===== src/logic/afc_cfg.svh =====
`ifndef AFC_CFG_SVH
`define AFC_CFG_SVH

// Register byte offsets
`define AFC_OFF_CMP_CTRL 8'h00
`define AFC_OFF_OC_MODE 8'h04
`define AFC_OFF_OC_DAC 8'h08
`define AFC_OFF_OC_CAL 8'h0C
`define AFC_OFF_PH1_CTRL 8'h10
`define AFC_OFF_PH2_CTRL 8'h14
`define AFC_OFF_PIN_FN 8'h18
`define AFC_OFF_IRQ_STAT 8'h1C

// Reset values
`define AFC_RST_CMP_CTRL 8'hF0
`define AFC_RST_OC_MODE 8'h00
`define AFC_RST_OC_DAC 8'h00
`define AFC_RST_OC_CAL 8'h10
`define AFC_RST_PH_CTRL 8'h00
`define AFC_RST_PIN_FN 8'h00

// Writable bit masks
`define AFC_MASK_CMP_CTRL 8'hFF
`define AFC_MASK_OC_MODE 8'hC7
`define AFC_MASK_OC_CAL 8'h7F
`define AFC_MASK_PH_CTRL 8'h80
`define AFC_MASK_PIN_FN 8'h03

// Field positions
`define AFC_HYST_MSB 7
`define AFC_HYST_LSB 4
`define AFC_ON_MSB 3
`define AFC_ON_LSB 0
`define AFC_EDGE_MSB 7
`define AFC_EDGE_LSB 6
`define AFC_GAIN_MSB 2
`define AFC_GAIN_LSB 0
`define AFC_CALON_BIT 6
`define AFC_CALMODE_BIT 5
`define AFC_TRIM_MSB 4
`define AFC_TRIM_LSB 0
`define AFC_PHON_BIT 7
`define AFC_PINFN_MSB 1
`define AFC_PINFN_LSB 0
`define AFC_IRQ_BIT 0

// Shared pin function code that joins the negative inputs
`define AFC_PINFN_JOIN 2'h2

`endif


===== src/logic/afc_pkg.sv =====
package afc_pkg;

    typedef enum logic [1:0]
    {
        AFC_EDGE_OFF = 2'h0,
        AFC_EDGE_RISE = 2'h1,
        AFC_EDGE_FALL = 2'h2,
        AFC_EDGE_BOTH = 2'h3
    } afc_edge_t;

    typedef struct packed
    {
        logic [3:0] hysteresis_en;
        logic [3:0] on;
    } afc_cmp_ctrl_t;

    typedef struct packed
    {
        logic amp_en;
        logic [2:0] overcurrent_amp_gain;
        logic offset_cal_on;
        logic cal_mode_sel;
        logic [4:0] offset_trim;
    } afc_oc_amp_t;

    typedef struct packed
    {
        logic phase_amp1_on;
        logic phase_amp2_on;
    } afc_phase_amp_t;

endpackage


===== src/logic/afc_regs.sv =====
// Functional notes
// Comparator control bits 7..4 enable hysteresis per comparator, reset to one.
// Comparator control bits 3..0 switch comparators on, reset to zero.
// An enabled comparator disconnects pull-high resistors on its input pins.
// Software should clear unused comparator enables, also before sleep or idle.
// Edge field bits 7..6: off, rising, falling, both; off disables comparator 0, DAC.
// Gain field bits 2..0: off, 5, 10, 20, 1; codes 100..110 undefined.
// DAC register shows an 8-bit read-only reference value, reset zero.
// Calibration bit 6 turns amplifier offset calibration on, reset zero.
// Calibration bit 5 selects calibration mode when one, reset zero.
// Five-bit offset trim in bits 4..0, centre code 10000 at reset.
// First phase control bit 7 switches the first phase amplifier, reset zero.
// Second phase control bit 7 switches the second phase amplifier, reset zero.
// Unimplemented bits ignore writes and read as zero.
// Two over-current sources, limit and comparator 0, both can shut the drive.
// Pin function code 10 joins negative inputs of comparators 1..3 to common pin.
// Comparator 0 output synchronised; selected edge sets its request flag.
// Control fields drive analog macros statically, updated after a write.
`timescale 1ns/1ns
`include "afc_cfg.svh"
module afc_regs
    import afc_pkg::*;
(
    input wire logic clock,
    input wire logic rst_n,
    input wire logic psel,
    input wire logic penable,
    input wire logic pwrite,
    input wire logic [7:0] paddr,
    input wire logic [31:0] pwdata,
    output logic [31:0] prdata,
    output logic pready,
    output logic pslverr,
    input wire logic cmp_zero_out,
    input wire logic [7:0] dac_code,
    input wire logic adc_limit_irq,
    output afc_cmp_ctrl_t cmp_ctrl,
    output logic [3:0] pullup_disconnect,
    output logic cmp_zero_active,
    output logic dac_on,
    output afc_oc_amp_t oc_amp,
    output afc_phase_amp_t phase_amp,
    output logic common_negative_join,
    output logic overcurrent_cmp_irq,
    output logic motor_shutdown_req
);
    logic [7:0] cmp_r;
    logic [7:0] cmp_nxt;
    logic [7:0] mode_r;
    logic [7:0] mode_nxt;
    logic [7:0] dac_r;
    logic [7:0] dac_nxt;
    logic [7:0] cal_r;
    logic [7:0] cal_nxt;
    logic [7:0] ph1_r;
    logic [7:0] ph1_nxt;
    logic [7:0] ph2_r;
    logic [7:0] ph2_nxt;
    logic [7:0] pin_r;
    logic [7:0] pin_nxt;
    logic irq_r;
    logic irq_nxt;
    logic c0_d_r;
    logic c0_d_nxt;
    logic [31:0] prdata_r;
    logic [31:0] prdata_nxt;
    logic c0_sync;
    logic setup;
    logic access;
    logic mapped;
    logic wr_en;
    logic irq_clr;
    logic rise;
    logic fall;
    logic edge_hit;
    afc_edge_t edge_sel;
    logic [2:0] gain;

    // Comparator 0 output crosses into the system clock
    afc_sync2 #(.W(1)) u_c0_sync
    (
        .clock(clock),
        .rst_n(rst_n),
        .async_in(cmp_zero_out),
        .sync_out(c0_sync)
    );

    // Bus decode
    always_comb
    begin
        setup = psel & ~penable;
        access = psel & penable;
        case (paddr)
            `AFC_OFF_CMP_CTRL, `AFC_OFF_OC_MODE, `AFC_OFF_OC_DAC, `AFC_OFF_OC_CAL,
            `AFC_OFF_PH1_CTRL, `AFC_OFF_PH2_CTRL, `AFC_OFF_PIN_FN, `AFC_OFF_IRQ_STAT:
                mapped = 1'b1;
            default:
                mapped = 1'b0;
        endcase
        wr_en = access & pwrite & mapped;
    end

    assign pready = access;
    assign pslverr = access & ~mapped;

    // Comparator 0 edge detection
    always_comb
    begin
        edge_sel = afc_edge_t'(mode_r[`AFC_EDGE_MSB:`AFC_EDGE_LSB]);
        rise = c0_sync & ~c0_d_r;
        fall = ~c0_sync & c0_d_r;
        case (edge_sel)
            AFC_EDGE_RISE: edge_hit = rise;
            AFC_EDGE_FALL: edge_hit = fall;
            AFC_EDGE_BOTH: edge_hit = rise | fall;
            default: edge_hit = 1'b0;
        endcase
        irq_clr = wr_en && (paddr == `AFC_OFF_IRQ_STAT) && pwdata[`AFC_IRQ_BIT];
    end

    // Next register values
    always_comb
    begin
        cmp_nxt = cmp_r;
        mode_nxt = mode_r;
        cal_nxt = cal_r;
        ph1_nxt = ph1_r;
        ph2_nxt = ph2_r;
        pin_nxt = pin_r;
        if (wr_en)
        begin
            case (paddr)
                `AFC_OFF_CMP_CTRL: cmp_nxt = pwdata[7:0] & `AFC_MASK_CMP_CTRL;
                `AFC_OFF_OC_MODE: mode_nxt = pwdata[7:0] & `AFC_MASK_OC_MODE;
                `AFC_OFF_OC_CAL: cal_nxt = pwdata[7:0] & `AFC_MASK_OC_CAL;
                `AFC_OFF_PH1_CTRL: ph1_nxt = pwdata[7:0] & `AFC_MASK_PH_CTRL;
                `AFC_OFF_PH2_CTRL: ph2_nxt = pwdata[7:0] & `AFC_MASK_PH_CTRL;
                `AFC_OFF_PIN_FN: pin_nxt = pwdata[7:0] & `AFC_MASK_PIN_FN;
                default: cmp_nxt = cmp_r;
            endcase
        end
        dac_nxt = dac_code;
        c0_d_nxt = c0_sync;
        irq_nxt = (irq_r & ~irq_clr) | edge_hit;
    end

    // Read data captured in the setup cycle
    always_comb
    begin
        prdata_nxt = prdata_r;
        if (setup && !pwrite)
        begin
            case (paddr)
                `AFC_OFF_CMP_CTRL: prdata_nxt = {24'h000000, cmp_r};
                `AFC_OFF_OC_MODE: prdata_nxt = {24'h000000, mode_r};
                `AFC_OFF_OC_DAC: prdata_nxt = {24'h000000, dac_r};
                `AFC_OFF_OC_CAL: prdata_nxt = {24'h000000, cal_r};
                `AFC_OFF_PH1_CTRL: prdata_nxt = {24'h000000, ph1_r};
                `AFC_OFF_PH2_CTRL: prdata_nxt = {24'h000000, ph2_r};
                `AFC_OFF_PIN_FN: prdata_nxt = {24'h000000, pin_r};
                `AFC_OFF_IRQ_STAT: prdata_nxt = {31'h00000000, irq_r};
                default: prdata_nxt = 32'h00000000;
            endcase
        end
    end

    always_ff @(posedge clock)
    begin
        if (!rst_n)
        begin
            cmp_r <= `AFC_RST_CMP_CTRL;
            mode_r <= `AFC_RST_OC_MODE;
            dac_r <= `AFC_RST_OC_DAC;
            cal_r <= `AFC_RST_OC_CAL;
            ph1_r <= `AFC_RST_PH_CTRL;
            ph2_r <= `AFC_RST_PH_CTRL;
            pin_r <= `AFC_RST_PIN_FN;
            irq_r <= 1'b0;
            c0_d_r <= 1'b0;
            prdata_r <= 32'h00000000;
        end
        else
        begin
            cmp_r <= cmp_nxt;
            mode_r <= mode_nxt;
            dac_r <= dac_nxt;
            cal_r <= cal_nxt;
            ph1_r <= ph1_nxt;
            ph2_r <= ph2_nxt;
            pin_r <= pin_nxt;
            irq_r <= irq_nxt;
            c0_d_r <= c0_d_nxt;
            prdata_r <= prdata_nxt;
        end
    end

    // Static controls to the analog macros
    always_comb
    begin
        gain = mode_r[`AFC_GAIN_MSB:`AFC_GAIN_LSB];
        cmp_ctrl.hysteresis_en = cmp_r[`AFC_HYST_MSB:`AFC_HYST_LSB];
        cmp_ctrl.on = cmp_r[`AFC_ON_MSB:`AFC_ON_LSB];
        pullup_disconnect = cmp_r[`AFC_ON_MSB:`AFC_ON_LSB];
        dac_on = (edge_sel != AFC_EDGE_OFF);
        cmp_zero_active = cmp_r[`AFC_ON_LSB] && (edge_sel != AFC_EDGE_OFF);
        oc_amp.amp_en = (gain != 3'h0);
        oc_amp.overcurrent_amp_gain = gain;
        oc_amp.offset_cal_on = cal_r[`AFC_CALON_BIT];
        oc_amp.cal_mode_sel = cal_r[`AFC_CALMODE_BIT];
        oc_amp.offset_trim = cal_r[`AFC_TRIM_MSB:`AFC_TRIM_LSB];
        phase_amp.phase_amp1_on = ph1_r[`AFC_PHON_BIT];
        phase_amp.phase_amp2_on = ph2_r[`AFC_PHON_BIT];
        common_negative_join = (pin_r[`AFC_PINFN_MSB:`AFC_PINFN_LSB] == `AFC_PINFN_JOIN);
        overcurrent_cmp_irq = irq_r;
        motor_shutdown_req = adc_limit_irq | irq_r;
    end

    assign prdata = prdata_r;
endmodule


===== src/logic/afc_sync2.sv =====
`timescale 1ns/1ns
module afc_sync2 #(
    parameter int W = 1
) (
    input wire logic clock,
    input wire logic rst_n,
    input wire logic [W-1:0] async_in,
    output logic [W-1:0] sync_out
);
    logic [W-1:0] meta_r;
    logic [W-1:0] meta_nxt;
    logic [W-1:0] sync_r;
    logic [W-1:0] sync_nxt;

    // First stage feeds only the second stage
    always_comb
    begin
        meta_nxt = async_in;
        sync_nxt = meta_r;
    end

    always_ff @(posedge clock)
    begin
        if (!rst_n)
        begin
            meta_r <= '0;
            sync_r <= '0;
        end
        else
        begin
            meta_r <= meta_nxt;
            sync_r <= sync_nxt;
        end
    end

    assign sync_out = sync_r;
endmodule


===== config.mk =====
export PLATFORM = sky130hd
export DESIGN_NAME = afc_regs
export DESIGN_NICKNAME = d
export VERILOG_FILES = /design/src/logic/afc_pkg.sv /design/src/logic/afc_regs.sv /design/src/logic/afc_sync2.sv
export VERILOG_INCLUDE_DIRS = /design/src /design/src/logic
export SDC_FILE = /design/constraint.sdc
export NUM_CORES = 1
export LEC_CHECK = 0
export BUFFER_PORTS_ARGS = -buffer_cell sky130_fd_sc_hd__buf_2
export CAP_MARGIN = 30
export CORE_MARGIN = 8
export CORE_UTILIZATION = 35
export DETAILED_ROUTE_END_ITERATION = 12
export PLACE_DENSITY = 0.65
export SLEW_MARGIN = 5
export SYNTH_ARGS = -nofsm -noshare
export SYNTH_HDL_FRONTEND = slang
export SYNTH_HIERARCHICAL = 1
export SYNTH_SLANG_ARGS = --single-unit

===== constraint.sdc =====
create_clock -name clock -period 3 [get_ports clock]
set_input_delay 0.6 -clock clock [delete_from_list [all_inputs] [get_ports clock]]
set_output_delay 0.6 -clock clock [all_outputs]
set_load 0.02 [all_outputs]

-- After elaboration in Yosys (flattened, before gate mapping)
Memories as Yosys holds them, arrays and structs flattened.
Index checks and enable logic that the tools add are counted.
Widths: inputs -> output; s select.
- equal/unequal tests: 11
- mux-type cells: 3
- bitwise operators: 16
- reductions and logical operators: 15
- operators by type and width (kind ; count):
    $pmux 8 s8 ; 1
    $eq 8x5->1 const B ; 4
    $eq 8x4->1 const B ; 2
    $reduce_and 2->1 ; 6
    $and 1x1->1 ; 8
    $eq 8x3->1 const B ; 1
    $logic_not 8->1 ; 1
    $eq 2x2->1 const B ; 3
    $not 1->1 ; 5
    $logic_and 1x1->1 ; 4
    $logic_not 3->1 ; 1
    $or 1x1->1 ; 3
    $pmux 1 s3 ; 1
    $reduce_bool 3->1 ; 1
    $eq 2x1->1 const B ; 1
    $reduce_bool 2->1 ; 1
    $logic_not 1->1 ; 1
    $mux 1 ; 1
- register bits after elaboration: 68
- memory bits (read-only): 32
- input bits: 55
- logic and storage cells: 58
- memories: 1
- memory list (name ; words ; width ; rd ports ; clocked after memory_dff ; write ports ; RTL line ; source):
    (name not given) ; 32 ; 1 ; 1 ; 0 ; 0 ; afc_regs.sv:93 ; case (paddr)

-- Longest topological paths before layout
- depth after elaboration: 8
- mapped depth: 6
- mapped depth without buffers: 6

-- Hierarchy
Netlist, hierarchy kept.
- by module, submodules not included (module ; times used ; cells an instance ; area each (um^2) ; seq. area each (um^2)):
    afc_regs ; 1 ; 227 ; 2155.8 ; 840.8
    afc_sync2 ; 1 ; 4 ; 52.6 ; 40.0

-- Worst setup path after synthesis
Ideal clock, no wire load.
- path type: input-to-output
- from: in paddr[5]
- to: out pslverr
- data arrival time: 1.263 ns
- slack: 1.137 ns
- stages on the path: 3
- buffers on the path: 0
- path through: nor3_2 and2_1 nor2b_1
- longest elaborated chain between the ends: 4
- RTL lines (element ; RTL line ; source):
    start: declaration ; afc_regs.sv:29 ; input wire logic [7:0] paddr,
    $logic_not 3->1 ; afc_regs.sv:93 ;
    $mux 1 ; afc_regs.sv:93 ;
    $not 1->1 ; afc_regs.sv:104 ; assign pslverr = access & ~mapped;
    $and 1x1->1 ; afc_regs.sv:104 ;
    end: declaration ; afc_regs.sv:33 ; output logic pslverr,
Every way passes these cells.

-- Worst setup path in the final report
Same ends and word-level chain as after synthesis.

==> impl_metrics.csv <==
group,metric,value,unit
worst_setup_path,regToRegStartpoint,"cmp_ctrl[0]",
grt,grt_use_total,11.8,%
power_and_ir_drop,pwr-share-seq,56.1,%
grt,grt_overflow,0,
grt,grt_pass1_wl,8400,µm
worst_setup_path,crit_top_cell,"buf_2",
yosys,async_reset_ff_share,0,%
drt,routed-via-count,1709,
die,core,0.00624,mm²
worst_setup_path,cp_slowest_cell,"nor3_2",
drt,wl,5480,µm
power_and_ir_drop,netSwitchingFraction,25.6,%
yosys,synth_seq_cells,44,
hold_path,hold_end,"u_c0_sync/sync_out",
worst_setup_path,worstReg2RegEnd,"prdata[0]",
worst_setup_path,critPathRequiredTime,2.40,ns
power_and_ir_drop,ir_drop,0.186,mV
die,initial_utilization,35.4,%
power_and_ir_drop,leakagePower,0.00122,µW
clock_tree,clkLatencyLatePin,0.29,ns
grt,antenna_found_initial,0,
hold_path,min_path_type,"reg2reg",
drt,drtAntennaViolNets,0,
placement,dpl.hpwl,4300,µm
sta,slew_headroom,66.6,%
status,status,"finished, final reports clean",
power_and_ir_drop,p_int,787,µW
finish,final_net_count,348,
yosys,synth.area.top_cells,"dfxtp_1 (40%), buf_4 (11%), mux2i_1 (11%), nand2_1 (4.6%), and2_1 (4.2%)",
yosys,synth_ff_type,"dfxtp_1",
sta,worst_pin_slew,0.499,ns
die,die_w,95.4,µm
worst_setup_path,reg2regPathDepth,3,
finish,final_area,0.00255,mm²
sta,fin_crit_sh,75.4,%
die,dieArea,0.00911,mm²
grt,grt_pass1_vias,1698,
die,ios,119,
worst_setup_path,path_cells,"buf_2, nor3_2, and2_1, nor2b_1, buf_2",
clock_tree,clk_path_buf_depth,2,
worst_setup_path,r2r_setup_slack,1.72,ns
clock_tree,clk_pin_slew_worst_paths,0.08,ns
hold_path,hold_depth,1,
drt,drt_iter0_drc,51,
yosys,synth_cells,231,
yosys,yosysWarnings,6,
placement,portBuffers,70,
sta,tns,0,ns
drt,vias_per_cell,4.64,
clock_tree,cts_tree,"yes",
hold_path,min_from,"u_c0_sync/meta_r",
worst_setup_path,cp_max_fo,7,
worst_setup_path,critPathArrivalTime,1.66,ns
sta,fin_crit,2.26,ns
worst_setup_path,crit_type,"in2out",
placement,place_congestion,0.775,
sta,fmaxAchievable,0.442,GHz
clock_tree,cts_num_sinks,44,
finish,drive_gt1_share,31.6,%
sta,setup_slack,0.737,ns
clock_tree,cts_hold_buf,0,
sta,setup_violations,0,
yosys,yosysUniqueCellTypes,37,
placement,placed_area,0.00247,mm²
finish,utilization,40.8,%
clock_tree,numCtsBuffers,5,
worst_setup_path,slowest_delay,0.42,ns
yosys,synth.avg_cell_area,9.56,µm²
finish,num-fill-cells,653,
sta,finalClockSkew,0.00872,ns
die,row_count,29,
placement,pre_cts_slack,0.769,ns
power_and_ir_drop,power.density,415,mW/mm²
drt,drc,0,
sta,hold_violations,0,
worst_setup_path,start_kind,"input pin",
yosys,yosysSeqAreaShare,39.9,%
clock_tree,ctsResizeCount,0,
clock_tree,post_cts_buffers,0,
grt,grt_start_max_net_pins,27,
worst_setup_path,cp-end-kind,"output pin",
yosys,synth_top_cell_area_share,39.9,%
finish,area_delta_synth_final,15.4,%
yosys,synth-edff-count,0,
sta,drv_slew,0,
clock_tree,h-tree-depth,2,
drt,drtPass1Iterations,4,
yosys,syn_area,0.00221,mm²
die,die_y,95.4,µm
worst_setup_path,critPathTopFamily,"simple AND/OR/NAND/NOR gates",
power_and_ir_drop,p_switching,270,µW
worst_setup_path,crit_cells,5,
finish,antennaDiodeCount,0,
yosys,synth_top_area_cell,"dfxtp_1",
power_and_ir_drop,combPwrFrac,11.0,%
clock_tree,root_buffer,"clkbuf_8",
flow_run,maxCapViolCount,0,
power_and_ir_drop,p_clk_share,33.0,%
sta,rsz0062_at_grt,"false",
drt,wire_per_inst,14.9,µm
worst_setup_path,cp_num_buf_inv,2,
## per-stage QoR
stage	cells	hold WS, ns	total power (µW)
2_1_floorplan	254	0.412	710
3_3_place_gp	361	0.415	722
3_5_place_dp	361	0.420	722
4_1_cts	368	0.440	1070
5_1_grt	368	0.449	1120
6_report	368	0.440	1060
## registers in the layout, summed over array words and instances, names as in the netlist
signal,cells
u_c0_sync/sync_out,1
prdata,8
dac_r,8
u_c0_sync/meta_r,1
pin_r,2
mode_r,5
ph1_r,1
cal_r,7
ph2_r,1
overcurrent_cmp_irq,1
cmp_ctrl,8
c0_d_r,1
## cell usage in the layout (no fill, tap or decap), types with 3 or more instances in the layout
| cell | count |
|---|---|
| and3_1 | 3 |
| o21ai_1 | 6 |
| buf_2 | 70 |
| and2_1 | 15 |
| dfxtp_1 | 44 |
| nand2_1 | 27 |
| mux4_2 | 4 |
| o21ai_0 | 3 |
| o2bb2ai_1 | 3 |
| conb_1 | 24 |
| nor2_1 | 4 |
| nand3_1 | 10 |
| clkbuf_8 | 5 |
| nor2b_1 | 7 |
| nand4_1 | 3 |
| a22o_1 | 5 |
| mux2i_1 | 24 |
| inv_1 | 4 |
| a21oi_1 | 3 |
## worst reg2reg max path, cell delays in order, from the launching register on
cell and delay, ns:
dfxtp_1 0.35, mux4_2 0.48, a22oi_1 0.21, o22ai_1 0.11
## cell type report
cell class | instances | area [µm²] | share of cell area, %
tap | 77 | 96.3 | 3.78
clock buffer | 6 | 72.6 | 2.85
multi-input combinational | 164 | 1110 | 43.7
timing repair buffer | 72 | 365 | 14.3
inverter | 4 | 15.0 | 0.589
clock inverter | 1 | 5.00 | 0.196
sequential | 44 | 881 | 34.6
## cells in the mapped netlist (all sizes together), types with 2 or more instances
cell	number
o22ai	2
nand2	28
or2	2
nor2b	7
ha	2
nand4	3
and4b	2
a22o	5
o2bb2ai	3
inv	4
a21oi	3
clkbuf	5
and3	3
nand3	10
mux4	4
mux2i	24
nor3b	2
dfxtp	44
nor3	3
buf	37
and2	15
o21ai	9
nor2	4
## power groups by stage
stage | combinational, µW | clock, µW | sequential [µW]
after global routing | 127 | 396 | 594
after detailed placement | 115 | 0 | 607
after global placement | 115 | 0 | 607
after CTS | 116 | 361 | 593
after floorplan | 103 | 0 | 606
final | 116 | 349 | 593
## layer usage
layer | track usage, % | wire length (µm) | vias to the layer above
met1 | 15.5 | 2520 | 778
met5 | 0 | 0 | -
li1 | - | - | 859
met4 | 2.30 | 40 | 0
met3 | 4.49 | 524 | 6
met2 | 18.2 | 2400 | 66
## how the worst max path moves through the flow
stage	from	to	slack, ns
2_1_floorplan	paddr[5]	pslverr	1.14
3_3_place_gp	paddr[5]	pslverr	0.78
3_5_place_dp	paddr[5]	pslverr	0.77
4_1_cts	paddr[5]	pslverr	0.76
5_1_grt	paddr[5]	pslverr	0.66
6_report	paddr[5]	pslverr	0.74
## logic make-up after synthesis
family                   count (synthesis)  synth area share [%]
buffers and inverters                   46                  13.7
other                                    1                 0.170
adder cells (fa/ha/maj)                  2                  1.13
flip-flops                              44                  39.9
AO/OA/AOI/OAI                           26                  7.76
AND/OR/NAND/NOR                         83                  21.9
multiplexers                            29                  15.5
Note: power is estimated with default switching activity, not from simulation.
